[src/common/lbs_pkg.sv]
package lbs_pkg;

  // ----------------------------------------------------------------
  // Clocking and timing
  // ----------------------------------------------------------------
  localparam int CLK_HZ = 20_000_000;
  localparam int CLK_NS = 50;
  localparam int SYNC_HZ = 5_000_000;
  localparam int LP_HZ = 131_000;
  localparam int SYNC_DIV = CLK_HZ / SYNC_HZ;
  localparam int LP_DIV = CLK_HZ / LP_HZ;
  localparam int SELF_CLR_NS = 15_000;
  localparam int SELF_CLR_CYC = (SELF_CLR_NS + CLK_NS - 1) / CLK_NS;

  // ----------------------------------------------------------------
  // Register map (byte addresses)
  // ----------------------------------------------------------------
  localparam logic [31:0] ADDR_STATUS = 32'hffff0780;
  localparam logic [31:0] ADDR_CONTROL = 32'hffff0784;
  localparam logic [31:0] ADDR_SYNC_TIMER = 32'hffff0788;
  localparam logic [31:0] ADDR_EDGE_SETUP = 32'hffff078c;
  localparam logic [31:0] ADDR_BRK = 32'hffff0790;

  // ----------------------------------------------------------------
  // Fields and reset values
  // ----------------------------------------------------------------
  localparam int STOP_EDGE_LSB = 4;
  localparam int START_EDGE_LSB = 0;
  localparam logic [7:0] EDGE_SETUP_RESET = 8'h32;
  localparam logic [11:0] BRK_CMP_RESET = 12'h047;
  localparam logic [8:0] CONTROL_RESET = 9'h000;
  localparam int CTL_RESET = 0;
  localparam int CTL_EDGE_CLR = 1;
  localparam int CTL_ENABLE = 2;
  localparam int CTL_MODE = 6;
  localparam int CTL_STOP_RISE = 7;
  localparam int ST_BREAK = 0;
  localparam int ST_START = 1;
  localparam int ST_STOP = 2;
  localparam int ST_BRK_ERR = 4;
  localparam logic [1:0] RESP_OKAY = 2'b00;
  localparam logic [1:0] RESP_SLVERR = 2'b10;

  typedef enum logic [1:0] {
    LBS_IDLE = 2'b00,
    LBS_ARMED = 2'b01,
    LBS_RUN = 2'b10,
    LBS_DONE = 2'b11
  } lbs_sync_state_type;

  typedef struct packed {
    logic aw_ok;
    logic [31:0] aw_addr;
    logic w_ok;
    logic [31:0] w_data;
    logic [3:0] w_strb;
    logic b_valid;
    logic [1:0] b_resp;
    logic r_valid;
    logic [31:0] r_data;
    logic [1:0] r_resp;
  } lbs_axi_type;

  typedef struct packed {
    logic rx_meta;
    logic rx_sync;
    logic rx_prev;
    logic [1:0] sync_div;
    logic [7:0] lp_div;
    logic [7:0] edge_setup;
    logic [8:0] control;
    logic [8:0] clr_cnt;
    logic [11:0] cmp;
    logic [11:0] brk_cnt;
    logic brk_run;
    logic brk_ok;
    lbs_sync_state_type sync_st;
    logic [15:0] sync_cnt;
    logic [3:0] fall_cnt;
    logic [3:0] stop_cnt;
    logic [5:0] status;
    logic irq;
    lbs_axi_type axi;
  } lbs_state_type;

endpackage

[src/rtl/lbs_lin_break_sync.sv]
`timescale 1ns/10ps
// Functional notes
// Bits 7..4 choose the stop edge count; a control bit picks falling or rising.
// Stop edge count resets to three.
// Bits 3..0 give the falling edge count that starts the sync timer.
// Start edge count resets to two.
// The falling edge opening the break is edge number one.
// Software writes zero to edge setup bits 31..8.
// Sync timer is 16 bits, ticks at 5 MHz, and is readable.
// Break timer is 12 bits, ticks at 131 kHz; a read returns it.
// Any bus falling edge or a read of the break timer clears it.
// A write to the break location loads the compare value only.
// In LIN mode a timer match with compare raises the interrupt and status bit 0.
// After the match the break timer runs until the rising edge.
// Break timer overflow without a rising edge raises interrupt and status bit 4.
// Compare resets to 0x47 and software may rewrite it.
// Sync timing happens only after a valid break match.
// The master holds the bus low at least 13 bits for a break.
// A break is found at any time; a bus held low is a fault.
// Baud rate is the first-to-fifth sync falling edge interval over eight.
// The identifier byte carries six identifier bits plus parity.
// A frame carries one to eight data bytes chosen by the master.
// Sync logic works only while enable bit 2 is set.
// The reset control bit restores defaults and self-clears after 15 us.
// A mode bit selects LIN when clear and pulse mode when set.
// The sync timer holds its final count until the next break.
module lbs_lin_break_sync import lbs_pkg::*; (
  input wire logic mclk,
  input wire logic arst_n,
  input wire logic ce,
  input wire logic lin_rx,
  input wire logic [31:0] s_axi_awaddr,
  input wire logic s_axi_awvalid,
  output logic s_axi_awready,
  input wire logic [31:0] s_axi_wdata,
  input wire logic [3:0] s_axi_wstrb,
  input wire logic s_axi_wvalid,
  output logic s_axi_wready,
  output logic [1:0] s_axi_bresp,
  output logic s_axi_bvalid,
  input wire logic s_axi_bready,
  input wire logic [31:0] s_axi_araddr,
  input wire logic s_axi_arvalid,
  output logic s_axi_arready,
  output logic [31:0] s_axi_rdata,
  output logic [1:0] s_axi_rresp,
  output logic s_axi_rvalid,
  input wire logic s_axi_rready,
  output logic lin_irq
);

  // ----------------------------------------------------------------
  // Helpers
  // ----------------------------------------------------------------
  function automatic logic [31:0] wmask(input logic [31:0] old, input logic [31:0] data,
                                        input logic [3:0] strb);
    logic [31:0] r;
    r = old;
    for (int i = 0; i < 4; i++) begin
      if (strb[i]) begin
        r[i*8 +: 8] = data[i*8 +: 8];
      end
    end
    return r;
  endfunction

  function automatic logic [3:0] inc4(input logic [3:0] v);
    return (v == 4'hf) ? v : v + 4'h1;
  endfunction

  function automatic logic mapped(input logic [31:0] a);
    return (a == ADDR_STATUS) || (a == ADDR_CONTROL) || (a == ADDR_SYNC_TIMER) ||
           (a == ADDR_EDGE_SETUP) || (a == ADDR_BRK);
  endfunction

  lbs_state_type q;
  lbs_state_type next_q;
  logic fall;
  logic rise;
  logic sync_tick;
  logic lp_tick;
  logic run_ok;
  logic rd_brk;
  logic wr_fire;
  logic match_cause;

  assign fall = q.rx_prev & ~q.rx_sync;
  assign rise = ~q.rx_prev & q.rx_sync;
  assign sync_tick = q.sync_div == 2'(SYNC_DIV - 1);
  assign lp_tick = q.lp_div == 8'(LP_DIV - 1);
  assign run_ok = q.control[CTL_ENABLE] & ~q.control[CTL_RESET];
  assign rd_brk = s_axi_arvalid & s_axi_arready & (s_axi_araddr == ADDR_BRK);
  assign wr_fire = q.axi.aw_ok & q.axi.w_ok & ~q.axi.b_valid;
  assign match_cause = run_ok & ~q.control[CTL_MODE] & q.brk_run & lp_tick & ~fall &
                       ~rd_brk & (q.brk_cnt != 12'hfff) & (12'(q.brk_cnt + 12'h1) == q.cmp);

  assign s_axi_awready = ~q.axi.aw_ok & ~q.axi.b_valid;
  assign s_axi_wready = ~q.axi.w_ok & ~q.axi.b_valid;
  assign s_axi_arready = ~q.axi.r_valid;
  assign s_axi_bvalid = q.axi.b_valid;
  assign s_axi_bresp = q.axi.b_resp;
  assign s_axi_rvalid = q.axi.r_valid;
  assign s_axi_rdata = q.axi.r_data;
  assign s_axi_rresp = q.axi.r_resp;
  assign lin_irq = q.irq;

  // ----------------------------------------------------------------
  // Next state
  // ----------------------------------------------------------------
  always_comb begin
    logic [31:0] wv;
    logic [3:0] nf;
    logic [3:0] ns;
    logic stop_ev;
    wv = 32'h0;
    nf = inc4(q.fall_cnt);
    ns = inc4(q.stop_cnt);
    stop_ev = 1'b0;
    next_q = q;
    next_q.irq = 1'b0;
    next_q.rx_meta = lin_rx;
    next_q.rx_sync = q.rx_meta;
    next_q.rx_prev = q.rx_sync;
    next_q.sync_div = sync_tick ? 2'h0 : q.sync_div + 2'h1;
    next_q.lp_div = lp_tick ? 8'h0 : q.lp_div + 8'h1;

    // Bus slave: address and data are taken in either order.
    if (s_axi_awvalid && s_axi_awready) begin
      next_q.axi.aw_ok = 1'b1;
      next_q.axi.aw_addr = s_axi_awaddr;
    end
    if (s_axi_wvalid && s_axi_wready) begin
      next_q.axi.w_ok = 1'b1;
      next_q.axi.w_data = s_axi_wdata;
      next_q.axi.w_strb = s_axi_wstrb;
    end
    if (q.axi.b_valid && s_axi_bready) begin
      next_q.axi.b_valid = 1'b0;
    end
    if (wr_fire) begin
      next_q.axi.aw_ok = 1'b0;
      next_q.axi.w_ok = 1'b0;
      next_q.axi.b_valid = 1'b1;
      next_q.axi.b_resp = mapped(q.axi.aw_addr) ? RESP_OKAY : RESP_SLVERR;
      case (q.axi.aw_addr)
        ADDR_STATUS: begin
          wv = wmask(32'h0, q.axi.w_data, q.axi.w_strb);
          next_q.status = q.status & ~wv[5:0];
        end
        ADDR_CONTROL: begin
          wv = wmask({23'h0, q.control}, q.axi.w_data, q.axi.w_strb);
          next_q.control = wv[8:0];
        end
        ADDR_SYNC_TIMER: begin
          wv = wmask({16'h0, q.sync_cnt}, q.axi.w_data, q.axi.w_strb);
          next_q.sync_cnt = wv[15:0];
        end
        ADDR_EDGE_SETUP: begin
          // Upper bits are expected as zero and are not stored.
          wv = wmask({24'h0, q.edge_setup}, q.axi.w_data, q.axi.w_strb);
          next_q.edge_setup = wv[7:0];
        end
        ADDR_BRK: begin
          wv = wmask({20'h0, q.cmp}, q.axi.w_data, q.axi.w_strb);
          next_q.cmp = wv[11:0];
        end
        default: begin
          next_q.axi.b_resp = RESP_SLVERR;
        end
      endcase
    end
    if (q.axi.r_valid && s_axi_rready) begin
      next_q.axi.r_valid = 1'b0;
    end
    if (s_axi_arvalid && s_axi_arready) begin
      next_q.axi.r_valid = 1'b1;
      next_q.axi.r_resp = RESP_OKAY;
      case (s_axi_araddr)
        ADDR_STATUS: next_q.axi.r_data = {26'h0, q.status};
        ADDR_CONTROL: next_q.axi.r_data = {23'h0, q.control};
        ADDR_SYNC_TIMER: next_q.axi.r_data = {16'h0, q.sync_cnt};
        ADDR_EDGE_SETUP: next_q.axi.r_data = {24'h0, q.edge_setup};
        ADDR_BRK: next_q.axi.r_data = {20'h0, q.brk_cnt};
        default: begin
          next_q.axi.r_data = 32'h0;
          next_q.axi.r_resp = RESP_SLVERR;
        end
      endcase
    end

    // Self-clearing control bits share one 15 us counter.
    if (q.control[CTL_RESET] || q.control[CTL_EDGE_CLR]) begin
      if (q.clr_cnt == 9'(SELF_CLR_CYC - 1)) begin
        next_q.clr_cnt = 9'h0;
        next_q.control[CTL_RESET] = 1'b0;
        next_q.control[CTL_EDGE_CLR] = 1'b0;
      end else begin
        next_q.clr_cnt = q.clr_cnt + 9'h1;
      end
    end else begin
      next_q.clr_cnt = 9'h0;
    end

    if (q.control[CTL_RESET]) begin
      // Hold every part of the sync logic at its default.
      next_q.edge_setup = EDGE_SETUP_RESET;
      next_q.cmp = BRK_CMP_RESET;
      next_q.brk_cnt = 12'h0;
      next_q.brk_run = 1'b0;
      next_q.brk_ok = 1'b0;
      next_q.sync_st = LBS_IDLE;
      next_q.sync_cnt = 16'h0;
      next_q.fall_cnt = 4'h0;
      next_q.stop_cnt = 4'h0;
      next_q.status = 6'h0;
    end else if (!q.control[CTL_ENABLE]) begin
      next_q.brk_run = 1'b0;
      next_q.brk_ok = 1'b0;
    end else begin
      // Break timer: any fall restarts it, so a break is seen at any time.
      if (fall) begin
        next_q.brk_cnt = 12'h0;
        next_q.brk_run = 1'b1;
      end else if (rd_brk) begin
        next_q.brk_cnt = 12'h0;
      end else if (q.brk_run && lp_tick) begin
        if (q.brk_cnt == 12'hfff) begin
          next_q.brk_cnt = 12'h0;
          next_q.brk_run = 1'b0;
          next_q.brk_ok = 1'b0;
          next_q.sync_st = LBS_IDLE;
          next_q.status[ST_BRK_ERR] = 1'b1;
          next_q.irq = 1'b1;
        end else begin
          next_q.brk_cnt = q.brk_cnt + 12'h1;
        end
      end
      if (rise) begin
        next_q.brk_run = 1'b0;
      end

      if (match_cause) begin
        // The fall that began this low is edge one.
        next_q.status[ST_BREAK] = 1'b1;
        next_q.irq = 1'b1;
        next_q.brk_ok = 1'b1;
        next_q.fall_cnt = 4'h1;
        next_q.stop_cnt = q.control[CTL_STOP_RISE] ? 4'h0 : 4'h1;
        next_q.sync_cnt = 16'h0;
        next_q.sync_st = (q.edge_setup[START_EDGE_LSB +: 4] <= 4'h1) ? LBS_RUN : LBS_ARMED;
      end else if (q.brk_ok && !q.control[CTL_MODE]) begin
        // Sync timing only follows a valid break.
        if (fall) begin
          next_q.fall_cnt = nf;
        end
        if (q.control[CTL_STOP_RISE] ? rise : fall) begin
          next_q.stop_cnt = ns;
          stop_ev = ns == q.edge_setup[STOP_EDGE_LSB +: 4];
        end
        case (q.sync_st)
          LBS_ARMED: begin
            if (fall && nf == q.edge_setup[START_EDGE_LSB +: 4]) begin
              next_q.sync_st = LBS_RUN;
              next_q.sync_cnt = 16'h0;
              next_q.status[ST_START] = 1'b1;
            end
          end
          LBS_RUN: begin
            if (stop_ev) begin
              // Final count is held until the next break.
              // Identifier and data bytes that follow leave it alone.
              next_q.sync_st = LBS_DONE;
              next_q.status[ST_STOP] = 1'b1;
              next_q.irq = 1'b1;
              next_q.brk_ok = 1'b0;
            end else if (sync_tick && q.sync_cnt != 16'hffff) begin
              next_q.sync_cnt = q.sync_cnt + 16'h1;
            end
          end
          default: begin
          end
        endcase
      end
      if (q.control[CTL_EDGE_CLR]) begin
        next_q.fall_cnt = 4'h0;
        next_q.stop_cnt = 4'h0;
      end
    end
  end

  always_ff @(posedge mclk or negedge arst_n) begin
    if (!arst_n) begin
      q <= '0;
      q.rx_meta <= 1'b1;
      q.rx_sync <= 1'b1;
      q.rx_prev <= 1'b1;
      q.edge_setup <= EDGE_SETUP_RESET;
      q.cmp <= BRK_CMP_RESET;
      q.control <= CONTROL_RESET;
      q.sync_st <= LBS_IDLE;
    end else if (ce) begin
      q <= next_q;
    end
  end
endmodule

[config.mk]
export PLATFORM = sky130hd
export DESIGN_NAME = lbs_lin_break_sync
export DESIGN_NICKNAME = d
export VERILOG_FILES = /design/src/common/lbs_pkg.sv /design/src/rtl/lbs_lin_break_sync.sv
export SDC_FILE = /design/constraint.sdc
export NUM_CORES = 1
export LEC_CHECK = 0
export CELL_PAD_IN_SITES_DETAIL_PLACEMENT = 2
export CELL_PAD_IN_SITES_GLOBAL_PLACEMENT = 2
export CORE_MARGIN = 8
export CORE_UTILIZATION = 42
export CTS_BUF_LIST = sky130_fd_sc_hd__clkbuf_4 sky130_fd_sc_hd__clkbuf_8
export DETAILED_ROUTE_END_ITERATION = 10
export DONT_BUFFER_PORTS = 1
export PLACE_DENSITY = 0.92
export SKIP_CTS_REPAIR_TIMING = 1
export SLEW_MARGIN = 20
export SYNTH_ARGS = -nofsm -noshare
export SYNTH_HDL_FRONTEND = slang
export SYNTH_SLANG_ARGS = --single-unit
[constraint.sdc]
create_clock -name mclk -period 3.86 [get_ports mclk]
set_input_delay 0.193 -clock mclk [delete_from_list [all_inputs] [get_ports mclk]]
set_output_delay 0.193 -clock mclk [all_outputs]
set_load 0.01 [all_outputs]
==> results.py <==
metrics = {
    "synth": {
        "yosys.area_share.simple_pct": 19.9,
        "synth_xor_area_share_pct": 2.83,
        "synthMuxAreaShare_pct": 9.72,
        "synth_area_um2": 9600,
        "synth_seq_cells": 170,
        "synthFlopType": "dfrtp_1",
        "synth_top_family_by_area": "simple AND/OR/NAND/NOR gates",
        "yosysWarnings": 0,
        "synth_compound_area_share_pct": 15.7,
        "synth_cell_types": 83,
        "synthAdderAreaFrac_pct": 1.56,
        "async_reset_ff_share_pct": 100,
        "avgSynthCellArea_um2": 9.80,
        "synth_edf_count": 0,
        "syn_inst": 980,
        "ys_seq_area_share_pct": 44.4,
    },
    "sta": {
        "tightest_slew_ps": 1070,
        "finalClockSkew_ps": 23.6,
        "holdWs_ps": -624,
        "min_period_over_period_pct": 91.2,
        "setup_viol": 0,
        "slew_headroom_pct": 28.4,
        "fmax_mhz": 284,
        "rsz0062_at_grt": "no",
        "maxSlewViolCount": 0,
        "hold_violations": 173,
        "setup_tns_ps": 0,
        "fin_crit_ps": 3520,
    },
    "setup_path": {
        "startpoint_type": "flop",
        "worstPathMaxFanout": 9,
        "r2r_cells": 9,
        "critPathRequiredTime_ps": 4270,
        "end_kind": "flop",
        "rr_startpoint": "q[143]",
        "endpoint": "q[126]",
        "arrival_ps": 3930,
        "reg2reg_to": "q[126]",
        "crit_start": "q[143]",
        "path_class": "flop to flop",
        "rrSetupSlack_ps": 340,
    },
    "final_layout": {
        "regArea_um2": 4270,
        "layout_commonest_cell": "dfrtp_1",
        "multiInputGateArea_um2": 4860,
        "design_area_um2": 10700,
        "layout_common_cells": "dfrtp_1, nand2_1, nor2_1, o21ai_0, mux2_2",
        "n_fill_cell": 2391,
        "nets": 1131,
        "utilization_pct": 47.5,
        "drive_gt1_share_pct": 15.4,
        "syn_to_final_growth_pct": 11.7,
        "layoutNonFillerInstCount": 1309,
    },
    "outcome": {
        "outcome": "finished with violations",
        "violations": "negative hold slack",
    },
    "floorplan": {
        "chipWidth_um": 167,
        "start_util_pct": 42.5,
        "ios": 151,
        "core-area_um2": 22600,
        "die-area_um2": 27900,
        "chipHeight_um": 167,
        "std_cell_rows": 55,
    },
    "grt": {
        "antenna_found_initial": 1,
        "grt_start_max_net_pins": 171,
        "grt_pass1_vias": 9061,
        "grt_pass1_wl_um": 52800,
        "overflow": 0,
        "grtUsageTotal_pct": 23.9,
    },
    "clock_network": {
        "clock_path_buffers": 2,
        "clk_latency_ps": 510,
        "path_clk_slew_ps": 100,
        "cts.sinks": 170,
        "root_buffer": "clkbuf_8",
        "htreeDepth": 4,
        "numCtsBuffers": 17,
        "cts_tree": "built",
    },
    "detailed_routing": {
        "drc": 0,
        "routed_wl_um": 36800,
        "viasPerCell": 6.45,
        "avgRoutedWirePerCell_um": 28.1,
        "first_iter_violations": 627,
        "num_vias": 8448,
        "ant_nets": 0,
        "firstDrtPassIters": 7,
    },
    "placed_design": {
        "io_buffer_count": 0,
        "dp.cells": 1221,
        "dpl_cell_area_um2": 9740,
        "place_congestion": 0.857,
        "post-dp-hpwl_um": 24100,
    },
    "pwr": {
        "irDropWorstVdd_v": 0.000286,
        "p_leak_nw": 4.42,
        "power_density_nw_per_um2": 454,
    },
    "hold_path": {
        "worstHoldPathType": "input port to asynchronous set/reset pin",
    },
    "flow_run": {
        "drv_cap": 0,
    },
}
metal layers:
layer	part of all wire [%]	GRT usage [%]	up-vias
met3	7.4	6.30	91
met1	38	27.8	4359
li1	-	-	3594
met4	3.4	9.82	0
met2	51	41.3	404
met5	0	0	-
synth_stat cells, types with 10 or more instances:
| cell type | count | area (µm²) |
|---|---|---|
| inv_1 | 23 | 86.3 |
| buf_4 | 39 | 293 |
| xnor2_1 | 14 | 123 |
| nor2_1 | 82 | 308 |
| a22o_1 | 10 | 87.6 |
| mux2_2 | 62 | 698 |
| o21ai_0 | 66 | 330 |
| nor4_1 | 10 | 62.6 |
| o31ai_1 | 10 | 75.1 |
| dfstp_2 | 10 | 263 |
| ha_1 | 12 | 150 |
| xor2_1 | 17 | 149 |
| o211ai_1 | 10 | 75.1 |
| nand3_1 | 42 | 210 |
| and3_1 | 15 | 93.8 |
| nor3_1 | 16 | 80.1 |
| nand4_1 | 21 | 131 |
| mux2i_1 | 19 | 190 |
| dfrtp_1 | 160 | 4000 |
| a21oi_1 | 29 | 145 |
| clkbuf_1 | 31 | 116 |
| nand2_1 | 86 | 323 |
| nor2b_1 | 14 | 87.6 |
where the power goes:
| part | total [mW] | switching, mW | leakage (nW) | internal (mW) |
|---|---|---|---|---|
| clock | 1.37 | 0.789 | 0.201 | 0.582 |
| sequential | 2.62 | 0.472 | 2.17 | 2.14 |
| combinational | 0.882 | 0.438 | 2.06 | 0.444 |
| total | 4.87 | 1.70 | 4.42 | 3.17 |
worst max-delay path, cell delays in order (launching register included):
cell and delay (ps):
dfrtp_1 580, ha_1 370, nand3_2 180, o21a_1 260, o211a_1 230, nor3_2 400, or4_1 480, nand2_1 220
or4_1 590, o211ai_1 140
stage by stage:
step,setup slack (ps),hold WS (ps),total power [mW]
6_report,341,-624,4.87
5_1_grt,214,-643,5.05
4_1_cts,411,-640,4.71
3_5_place_dp,475,-94.6,3.36
3_3_place_gp,690,-93.3,3.25
2_1_floorplan,1130,-103,3.04
worst min path at each step:
stage / cells past startpoint / slack [ps] / end / start
floorplan: 0 / -100 / lin_irq / arst_n
CTS: 0 / -640 / q[195] / arst_n
detailed placement: 0 / -90 / q[195] / arst_n
global placement: 0 / -90 / q[195] / arst_n
global route: 0 / -640 / q[196] / arst_n
finish: 0 / -620 / q[196] / arst_n
final cells by class:
cell class | count | share of cell area, %
Multi-Input combinational cell | 721 | 45.4
Sequential cell | 170 | 39.8
Inverter | 23 | 0.805
Clock inverter | 12 | 1.20
Timing Repair Buffer | 77 | 6.89
Antenna cell | 1 | 0.0233
Clock buffer | 20 | 2.57
Tap cell | 285 | 3.33
cells by family (layout without fill, tap and decap cells):
| kind of cell | after synthesis | in the layout |
|---|---|---|
| adder cells (fa/ha/maj) | 12 | 12 |
| AO/OA/AOI/OAI | 218 | 218 |
| AND/OR/NAND/NOR | 359 | 359 |
| multiplexers | 83 | 83 |
| buffers and inverters | 106 | 132 |
| flip-flops | 170 | 170 |
| XOR/XNOR | 31 | 31 |
| other | 1 | 19 |
state kept, by name, indices dropped and copies added (netlist names):
| name | count |
|---|---|
| s_axi_rresp | 1 |
| s_axi_rdata | 16 |
| next_q | 2 |
| s_axi_bvalid | 1 |
| lin_irq | 1 |
| s_axi_bresp | 1 |
| q | 147 |
| s_axi_rvalid | 1 |
No activity file was read; power rests on OpenSTA's default activity.
